File: src/sld_pkg.sv
// Purpose: Shared constants for the serial-in latched driver controller
// Assumes: One 20 MHz system clock, asynchronous active-low reset
// Notes:   Shift pins arrive from another domain and are synchronised
package sld_pkg;
    localparam int          SLD_STAGES     = 20;
    localparam int          SLD_FIFO_DEPTH = 8;
    localparam int          SLD_FIFO_WIDTH = 1;
    localparam logic [19:0] SLD_SHIFT_RST  = 20'h00000;
    localparam logic [19:0] SLD_LATCH_RST  = 20'h00000;
    localparam logic [19:0] SLD_ALL_ON     = 20'hFFFFF;

    typedef enum logic [2:0] {
        SLD_IDLE  = 3'h1,
        SLD_SHIFT = 3'h2,
        SLD_HOLD  = 3'h4
    } sld_phase_t;
endpackage : sld_pkg

File: src/sld_fifo.sv
// Purpose: Small synchronous FIFO with valid/ready on both sides
// Assumes: Single clock, clock enable freezes all state
// Notes:   Full and empty are exact; depth must be a power of two
`timescale 1ns/10ps
module sld_fifo #(
    parameter int WIDTH = 1,
    parameter int DEPTH = 8
) (
    input  wire logic             clock,    // System clock
    input  wire logic             rst_b,    // Async reset, active low
    input  wire logic             clk_en,   // Clock enable
    input  wire logic             in_valid, // Write request
    output logic                  in_ready, // Not full
    input  wire logic [WIDTH-1:0] in_data,  // Write data
    output logic                  out_valid,// Not empty
    input  wire logic             out_ready,// Read accept
    output logic      [WIDTH-1:0] out_data  // Head word
);
    localparam int AW = $clog2(DEPTH);

    typedef struct packed {
        logic [DEPTH-1:0][WIDTH-1:0] mem;
        logic [AW:0]                 wr;
        logic [AW:0]                 rd;
    } sld_fifo_st_t;

    sld_fifo_st_t st_q;
    sld_fifo_st_t st_d;
    logic         do_wr;
    logic         do_rd;

    assign in_ready  = (st_q.wr - st_q.rd) != (AW+1)'(DEPTH);
    assign out_valid = st_q.wr != st_q.rd;
    assign out_data  = st_q.mem[st_q.rd[AW-1:0]];
    assign do_wr     = in_valid && in_ready;
    assign do_rd     = out_valid && out_ready;

    always_comb begin
        st_d = st_q;
        if (do_wr) begin
            st_d.mem[st_q.wr[AW-1:0]] = in_data;
            st_d.wr = st_q.wr + (AW+1)'(1);
        end
        if (do_rd) begin
            st_d.rd = st_q.rd + (AW+1)'(1);
        end
    end

    always_ff @(posedge clock or negedge rst_b) begin
        if (!rst_b) begin
            st_q <= '0;
        end else if (clk_en) begin
            st_q <= st_d;
        end
    end
endmodule : sld_fifo

File: src/sld_driver.sv
// Purpose: 20-stage serial-in shift register, transparent latches and blanking
// Assumes: Shift clock, data, load and blank are pins sampled on a 20 MHz clock
// Notes:   Serial bits queue in a FIFO; shift stalls while load is high
//
// Function
// - The block holds 20 shift stages, each with a latch and an output driver.
// - On a rising shift clock edge the serial data level enters the first stage.
// - On each such edge every stage moves its bit one place toward the serial output; here a shift waits for load low, and an edge on a full queue is lost.
// - While latch load is high every latch follows its shift stage.
// - While blank is high all source drives are off and all pull-downs are on.
// - Blank never alters the latch contents.
// - While blank is low each output follows its own latch.
// - The last shift stage is presented on the serial data output.
`timescale 1ns/10ps
module sld_driver
    import sld_pkg::*;
(
    input  wire logic                  clock,      // System clock, 20 MHz
    input  wire logic                  rst_b,      // Async reset, active low
    input  wire logic                  clk_en,     // Clock enable, freezes state
    input  wire logic                  shift_clk,  // Serial shift clock pin
    input  wire logic                  ser_in,     // Serial data input pin
    input  wire logic                  latch_load, // Latch load pin, high = transparent
    input  wire logic                  blank,      // Blank pin, high = outputs off
    output logic                       ser_out,    // Serial data output
    output logic     [SLD_STAGES-1:0]  src_on,     // Source driver enables
    output logic     [SLD_STAGES-1:0]  pull_on,    // Pull-down sink enables
    output logic                       overrun     // Edge hit a full bit queue, its bit was lost
);
    typedef struct packed {
        logic [1:0]            sck_s;
        logic [1:0]            sdi_s;
        logic [1:0]            ld_s;
        logic [1:0]            blk_s;
        logic                  sck_prev;
        logic [SLD_STAGES-1:0] shreg;
        logic [SLD_STAGES-1:0] latch;
        logic [SLD_STAGES-1:0] src;
        logic [SLD_STAGES-1:0] pull;
        logic                  ovr;
        sld_phase_t            phase;
    } sld_st_t;

    sld_st_t st_q;
    sld_st_t st_d;
    logic    rise;
    logic    q_ready;
    logic    q_valid;
    logic    q_bit;
    logic    take;

    assign rise = st_q.sck_s[1] && !st_q.sck_prev;
    // Bits are applied only while the latches are closed, so a held
    // load level sees a stable register between applied shifts
    assign take = q_valid && !st_q.ld_s[1];

    sld_fifo #(
        .WIDTH (SLD_FIFO_WIDTH),
        .DEPTH (SLD_FIFO_DEPTH)
    ) u_fifo (
        .clock     (clock),
        .rst_b     (rst_b),
        .clk_en    (clk_en),
        .in_valid  (rise),
        .in_ready  (q_ready),
        .in_data   (st_q.sdi_s[1]),
        .out_valid (q_valid),
        .out_ready (take),
        .out_data  (q_bit)
    );

    always_comb begin
        st_d          = st_q;
        st_d.sck_s    = {st_q.sck_s[0], shift_clk};
        st_d.sdi_s    = {st_q.sdi_s[0], ser_in};
        st_d.ld_s     = {st_q.ld_s[0], latch_load};
        st_d.blk_s    = {st_q.blk_s[0], blank};
        st_d.sck_prev = st_q.sck_s[1];
        st_d.ovr      = rise && !q_ready;
        // Queued bits only; an empty queue or a high load leaves the register alone
        if (take) begin
            st_d.shreg = {st_q.shreg[SLD_STAGES-2:0], q_bit};
        end
        if (st_q.ld_s[1]) begin
            st_d.latch = st_q.shreg;
        end
        if (st_q.blk_s[1]) begin
            st_d.src  = '0;
            st_d.pull = SLD_ALL_ON;
        end else begin
            st_d.src  = st_d.latch;
            st_d.pull = ~st_d.latch;
        end
        case (st_q.phase)
            SLD_IDLE:  st_d.phase = q_valid ? SLD_SHIFT : SLD_IDLE;
            SLD_SHIFT: st_d.phase = st_q.ld_s[1] ? SLD_HOLD
                                  : (q_valid ? SLD_SHIFT : SLD_IDLE);
            SLD_HOLD:  st_d.phase = st_q.ld_s[1] ? SLD_HOLD : SLD_IDLE;
            default:   st_d.phase = SLD_IDLE;
        endcase
    end

    always_ff @(posedge clock or negedge rst_b) begin
        if (!rst_b) begin
            st_q       <= '0;
            st_q.shreg <= SLD_SHIFT_RST;
            st_q.latch <= SLD_LATCH_RST;
            st_q.pull  <= SLD_ALL_ON;
            st_q.phase <= SLD_IDLE;
        end else if (clk_en) begin
            st_q <= st_d;
        end
    end

    assign ser_out = st_q.shreg[SLD_STAGES-1];
    assign src_on  = st_q.src;
    assign pull_on = st_q.pull;
    assign overrun = st_q.ovr;
endmodule : sld_driver

File: config.mk
export PLATFORM = sky130hd
export DESIGN_NAME = sld_driver
export DESIGN_NICKNAME = d
export VERILOG_FILES = /design/src/sld_pkg.sv /design/src/sld_fifo.sv /design/src/sld_driver.sv
export SDC_FILE = /design/constraint.sdc
export NUM_CORES = 1
export LEC_CHECK = 0
export BUFFER_PORTS_ARGS = -buffer_cell sky130_fd_sc_hd__buf_4
export CELL_PAD_IN_SITES_DETAIL_PLACEMENT = 2
export CELL_PAD_IN_SITES_GLOBAL_PLACEMENT = 2
export CORE_ASPECT_RATIO = 1.4
export CORE_MARGIN = 2
export CORE_UTILIZATION = 35
export DETAILED_ROUTE_END_ITERATION = 7
export PLACE_DENSITY = 0.79
export SLEW_MARGIN = 20
export SYNTH_ARGS = -nofsm -noshare
export SYNTH_HDL_FRONTEND = slang
export SYNTH_SLANG_ARGS = --single-unit
export TNS_END_PERCENT = 100
File: constraint.sdc
create_clock -name clock -period 4.7 [get_ports clock]
set_input_delay 1.175 -clock clock [delete_from_list [all_inputs] [get_ports clock]]
set_output_delay 1.175 -clock clock [all_outputs]
set_load 0.05 [all_outputs]
[Word-level counts from Yosys, hierarchy flattened]
Cells that the tools add are included.
Word-level totals
  register bits: 106
Cells by class
  mux-type cells: 7
  $add $sub $neg: 3
  reduce and logical (&&, ||, !) cells: 12
  equal/unequal tests: 2
  bitwise gates (word level): 1
  order comparisons: 3
Operators by type and width (count)
  40-bit two-way mux: 1
  20-bit two-way mux: 1
  20-bit inverter: 1
  4-bit by 1-bit adder with 4-bit output, second input constant: 2
  8-bit bitwise mux: 1
  3-bit by 4-bit < comparator with 1-bit output, second input constant: 2
  1-bit logical AND: 6
  2-bit AND reduction: 3
  4-bit inequality test: 1
  4-bit inequality test, second input constant: 1
  4-bit subtractor: 1
  1-bit binary-select mux with 3-bit select: 1
  1-bit demux with 3-bit select: 1
  3-bit by 1-bit greater-or-equal comparator with 1-bit output, second input constant: 1
  1-bit logical NOT: 3
  1-bit two-way mux: 2

[Logic depth before layout (Yosys ltp)]
Gate-level depths: netlist of run 1.
  depth in word-level cells: 5
  mapped depth: 8

[Modules after synthesis]
From an unflattened synthesis of run 1, not the netlist that was laid out.
Unflattened totals
  cell total of the unflattened synthesis: 361
  area, all modules: 4872.2 um2
By module, submodules not included
  sld_driver: area each 3947.5 um2, cells an instance 283, sequential area each 2277.2 um2, times used 1
  sld_fifo: area each 924.6 um2, cells an instance 78, sequential area each 400.4 um2, times used 1

[Least setup slack after synthesis of run 1]
Ideal clock, no wire load.
  path type: input to register
  start: input clk_en
  end: register u_fifo.st_q[8] (netlist bit)
  data arrival time: 2.299 ns
  buffers on the path: 1
  slack: 2.273 ns
  cell stages on the path: 5
  path through: buf_2 nand3_1 or4_1 nor2_1 mux2_1
Between the ends
  cells in the longest elaborated chain, start to end: 1
Ends and longest elaborated chain
  from (decl): line sld_driver.sv:20  | input wire logic clk_en,
  2-bit AND reduction (no source line)
  to (signal assigned): line sld_fifo.sv:53  | st_q <= st_d;
  to (decl): line sld_fifo.sv:27  | sld_fifo_st_t st_q;
Every way passes these cells.
A chain may end at the register's enable or synchronous reset.

[Worst setup path in the final report of run 1]
Ends and elaborated chain as after synthesis.

==> metrics.txt, run 1 <==
final WL 10050 um; flip-flop and latch area 2678 um^2; Sequential Power Share 0.443; Worst Path Arrival 2.82 ns; max-slew violations 0; layout cell share with drive strength beyond 1 0.4086; Fin. Hold Viols 0; Cells after Synth 339; post_cts resized 0; first-pass GRT wire length 16730 um; Final HPWL DP 6629 um; routed len/inst 18.89 um; setup TNS 0 ns; Pwr Total 3.015 mW; cts hold-fix bufs 0; worst slew pin tran 0.9646 ns; Congestion Overflow GR 0; worst setup path class input pin to flop; antenna cell count 0; Fill cells 1297; status finished clean; IO Count 49; grt met3 use 0.03272; relative slew slack 0.3554; Core Footprint 13200 um^2; CTS tree yes; commonest non-fill, non-tap cells in the layout 86 x dfrtp_1, 53 x buf_4, 49 x mux2_2; number of max-cap violations 0; Fin Hold WS 0.4875 ns; commonest non-fill, non-tap cell in the layout dfrtp_1; switching power total 1.042 mW; Via density 4.912; CTS clk-pin slew, worst paths 0.07 ns; clock tree buffer depth 2; Root Driver clkbuf_16; Final min period 2.591 ns; Final Setup Violations 0; Most Crowded Layer GR met2; die height 140.8 um; Initial Utilization 0.3542; GRT Total Usage 0.1512; Cell Pwr Density 575.7 nW/um^2; layout net count 357; syn avg cell area 13.79 um^2; Hold Crit Class flop to flop; crit end category flop; Yosys Warn Count 0; leak pwr 2.379 nW; Final Worst Setup Slack 2.109 ns; Worst Skew 0.01174 ns; IO Port Bufs 48; largest net degree at the start of global routing 62; area grow syn2layout 11.99%; clk sinks 106; # rows 50; Post-Place Cell Area 4920 um^2; fin crit share 0.5513; Clk pwr share 0.257; Net Count, Synth 351; grt met1 use 0.1895; Max VDD drop 0.1852 mV; post-layout instance area 5236 um^2; H-Tree Depth 3; area of the multi-input gates 1603 um^2; Die Area 14310 um^2; post-synthesis sequential element count 106; Synth Cell Area 4676 um^2; GPL Wtd Cong 0.7687; Sw Share 0.3458; Logic pwr share 0.300; Max Fclk 385.9 MHz; First-pass DRT Iterations 4; met2 Usage GRT 0.2566; Via Count 2613; # Post-CTS Setup Buffers 0; TritonCTS Buffers 9; sequential area share after synthesis 0.5727; Place WS 1.759 ns; clock latency on the worst-skew pair 0.35 ns; Max Fanout on Critical Path 35; die width 101.7 um; CP Data Required Time 4.93 ns; antenna violations before repair 0; remaining antenna violation count 0; Synth cell types 34; RSZ-0062 raised after global routing false; Pint 1.972 mW; vias in the first global route 3018; crit start category input pin; DRC 0; DRT iter0 DRCs 67
state kept, by name, summed over array words and instances, names as in the netlist:
signal       cells
src_on          20
overrun          1
ser_out          1
pull_on         20
u_fifo.st_q     16
st_q            43
st_d             5
cells in the mapped netlist (all sizes together):
master / n / share of area
or4: 1 / 0.0016
nor3: 3 / 0.0032
a21boi: 1 / 0.0016
nor4b: 1 / 0.0032
inv: 6 / 0.0048
clkbuf: 12 / 0.0096
nand3b: 3 / 0.0048
a21oi: 1 / 0.0011
o22a: 20 / 0.037
o21ai: 2 / 0.0021
buf: 46 / 0.072
xor2: 3 / 0.0056
dfrtp: 86 / 0.46
nor2b: 1 / 0.0013
o2bb2ai: 20 / 0.037
a22o: 1 / 0.0021
nand2: 7 / 0.0056
xnor2: 5 / 0.0094
nor3b: 1 / 0.0016
ha: 5 / 0.013
mux2: 57 / 0.14
dfstp: 20 / 0.11
nor2: 5 / 0.0045
nand2b: 2 / 0.0027
mux2i: 21 / 0.045
nand4: 1 / 0.0013
nor4: 4 / 0.0067
mux4: 2 / 0.0096
nand3: 2 / 0.0021
layer usage:
metal  up-vias  wire (um)
met5         -          0
met4         0        118
met3        10        307
met2        34       5384
met1      1390       4238
li1       1179          -
critical path, stage by stage:
cell and delay (ns):
buf_4 0.39, nand3_1 0.33, or4_1 0.47, nor2_1 0.12, mux2_1 0.33
final timing paths:
kind                                  from  depth (start not counted)  slack (ns)         endpoint
max                                 clk_en                          5        2.11   u_fifo.st_q[8]
min                        u_fifo.st_q[14]                          1        0.49  u_fifo.st_q[14]
max reg2reg                 u_fifo.st_q[6]                          6        2.17  u_fifo.st_q[15]
min reg2reg                u_fifo.st_q[14]                          1        0.49  u_fifo.st_q[14]
max in group asynchronous            rst_b                          2        2.88      pull_on[14]
min in group asynchronous            rst_b                          1        0.91         st_d[90]
layout make-up:
cell class                      instances  area share
Clock buffer                           12     0.04898
Multi-Input combinational cell        169      0.3061
Sequential cell                       106      0.5114
Tap cell                              182     0.04349
Inverter                                6    0.004301
Timing Repair Buffer                   53     0.07599
Clock inverter                          4    0.009797
power groups by stage:
| stage | clock network [mW] | registers, mW | logic [mW] |
|---|---|---|---|
| after floorplan | 0 | 1.28 | 0.751 |
| after global placement | 0 | 1.33 | 0.833 |
| after detailed placement | 0 | 1.36 | 0.882 |
| after CTS | 0.799 | 1.34 | 0.898 |
| after global routing | 0.834 | 1.37 | 0.981 |
| final | 0.774 | 1.34 | 0.904 |
metrics by stage:
stage / std cells / util
6_report: 532 / 0.3967
5_1_grt: 532 / 0.3967
4_1_cts: 532 / 0.3960
3_5_place_dp: 516 / 0.3727
3_3_place_gp: 516 / 0.3727
2_1_floorplan: 339 / -
cells by family (layout without fill, tap and decap cells):
family,count (synthesis),count (layout),share of synthesized area
flops,106,106,0.5727
mux,80,80,0.1919
buf+inv,64,75,0.08643
compound gates,45,45,0.08188
simple gates,31,31,0.03880
xor+xnor,8,8,0.01499
fa+ha+maj,5,5,0.01338
(Power assumes the default switching activity.)
==> inputs of run 2 (changes only) <==
- clock period: 4.7 -> 2.4 ns (I/O delays scaled with it)
==> metrics.txt, run 2 (same netlist as run 1, synthesis figures left out) <==
status finished clean; clock latency on the worst-skew pair 0.35 ns; switching power total 2.160 mW; antenna cell count 0; GPL Wtd Cong 0.7204; max FFs per register 43; largest net degree at the start of global routing 55; IO Count 49; Max VDD drop 0.3416 mV; die height 140.8 um; flip-flop and latch area 2679 um^2; Final HPWL DP 7077 um; Post-Place Cell Area 5022 um^2; H-Tree Depth 3; CP Data Required Time 2.62 ns; Initial Utilization 0.3542; Fill cells 1314; crit start category flop; commonest non-fill, non-tap cell in the layout dfrtp_1; IO Port Bufs 48; Cell Pwr Density 1131 nW/um^2; GRT Total Usage 0.1575; relative slew slack 0.6780; Sw Share 0.3565; Max Fanout on Critical Path 7; fin crit share 0.9718; FF-to-FF setup slack 0.07 ns; reg2reg end u_fifo.st_q[11]; Hold Crit Class input pin to asynchronous set/reset pin; Final Util 0.4059; cts hold-fix bufs 0; first-pass GRT wire length 17170 um; max-slew violations 0; worst slew pin tran 0.4830 ns; Max Fclk 428.8 MHz; # rows 50; Clk pwr share 0.254; routed len/inst 19.30 um; CTS tree yes; layout cell share with drive strength beyond 1 0.4490; reg2reg start u_fifo.st_q[6]; number of max-cap violations 0; Via density 4.932; area of the multi-input gates 1613 um^2; Congestion Overflow GR 0; Worst Path Arrival 2.55 ns; Sequential Power Share 0.424; area grow syn2layout 14.58%; worst reg2reg path depth 7; commonest non-fill, non-tap cells in the layout 85 x dfrtp_1, 64 x buf_4, 49 x mux2_2; Final min period 2.332 ns; Top reg by flops st_q; die width 101.7 um; Final Setup Violations 0; Root Driver clkbuf_16; Fin. Hold Viols 0; CTS clk-pin slew, worst paths 0.07 ns; clock tree buffer depth 2; Worst Skew 0.008856 ns; vias in the first global route 3143; layout net count 370; Core Footprint 13200 um^2; leak pwr 2.435 nW; Via Count 2688; post-layout instance area 5358 um^2; DRT iter0 DRCs 73; Critical Path Source u_fifo.st_q[6]; Die Area 14310 um^2; worst setup path class flop to flop; Logic pwr share 0.322; remaining antenna violation count 0; TritonCTS Buffers 9; DRC 0; clk sinks 106; Critical Path Sink u_fifo.st_q[11]; First-pass DRT Iterations 4; antenna violations before repair 0; crit end category flop; final WL 10520 um; Pint 3.899 mW; # Post-CTS Setup Buffers 0
run 2: cell count changes in the layout (fill, tap and decap cells not counted), moves of 2 or more:
cell,delta
buf_4,+11
clkbuf_8,-2
inv_8,+2
nor4_1,-2
nor4_2,+2
run 2: worst min path at each step:
stage,start,end,slack (ns)
final,rst_b,st_q[90],0.20
after CTS,rst_b,st_q[90],0.22
after detailed placement,src_on[4],src_on[4],0.48
after global placement,u_fifo.st_q[13],u_fifo.st_q[13],0.47
after floorplan,rst_b,overrun,0.30
after global routing,rst_b,st_q[90],0.22
run 2: repair_timing:
action / in CTS / in global routing
resized for setup: 1 / 8
gates cloned: 0 / 1
setup endpoints to repair: 1 / 7
pin swaps: 0 / 1
run 2: critical path, cell delays in order (launching register included):
cell and delay [ns]:
dfrtp_1 0.47, ha_2 0.36, a21oi_2 0.18, a21boi_1 0.12, nor4b_2 0.42, buf_4 0.23, nor3_1 0.07, mux2_1 0.36
run 2: per-layer routing:
| metal | GRT usage | routed length, um |
|---|---|---|
| met5 | 0 | 0 |
| met1 | 0.1884 | 4208 |
| met3 | 0.03421 | 259 |
| met2 | 0.2687 | 5755 |
| met4 | 0.06828 | 293 |
run 2: power by group through the flow:
| stage | registers (mW) | clock network [mW] | logic [mW] |
|---|---|---|---|
| 2_1_floorplan | 2.51 | 0 | 1.47 |
| 3_3_place_gp | 2.55 | 0 | 1.79 |
| 3_5_place_dp | 2.59 | 0 | 1.89 |
| 4_1_cts | 2.58 | 1.58 | 1.94 |
| 5_1_grt | 2.63 | 1.65 | 2.11 |
| 6_report | 2.57 | 1.54 | 1.95 |
run 2: area by class of cell:
type                       count  area share
clock buffer                   9     0.04204
inverter                       6    0.004204
multi-input combinational    169      0.3010
sequential                   106      0.5000
clock inverter                 7     0.01588
timing repair buffer          66     0.09435
tap                          182     0.04250
run 2: stage by stage:
stage	cells	TNS [ns]	worst slack, ns	power, mW	hold WS [ns]
2_1_floorplan	339	0	0.3948	3.985	0.3044
3_3_place_gp	528	0	0.2845	4.337	0.4682
3_5_place_dp	528	0	0.06285	4.486	0.4762
4_1_cts	544	0	0.01565	6.097	0.2167
5_1_grt	545	-0.07013	-0.02449	6.395	0.2236
6_report	545	0	0.06773	6.059	0.2026
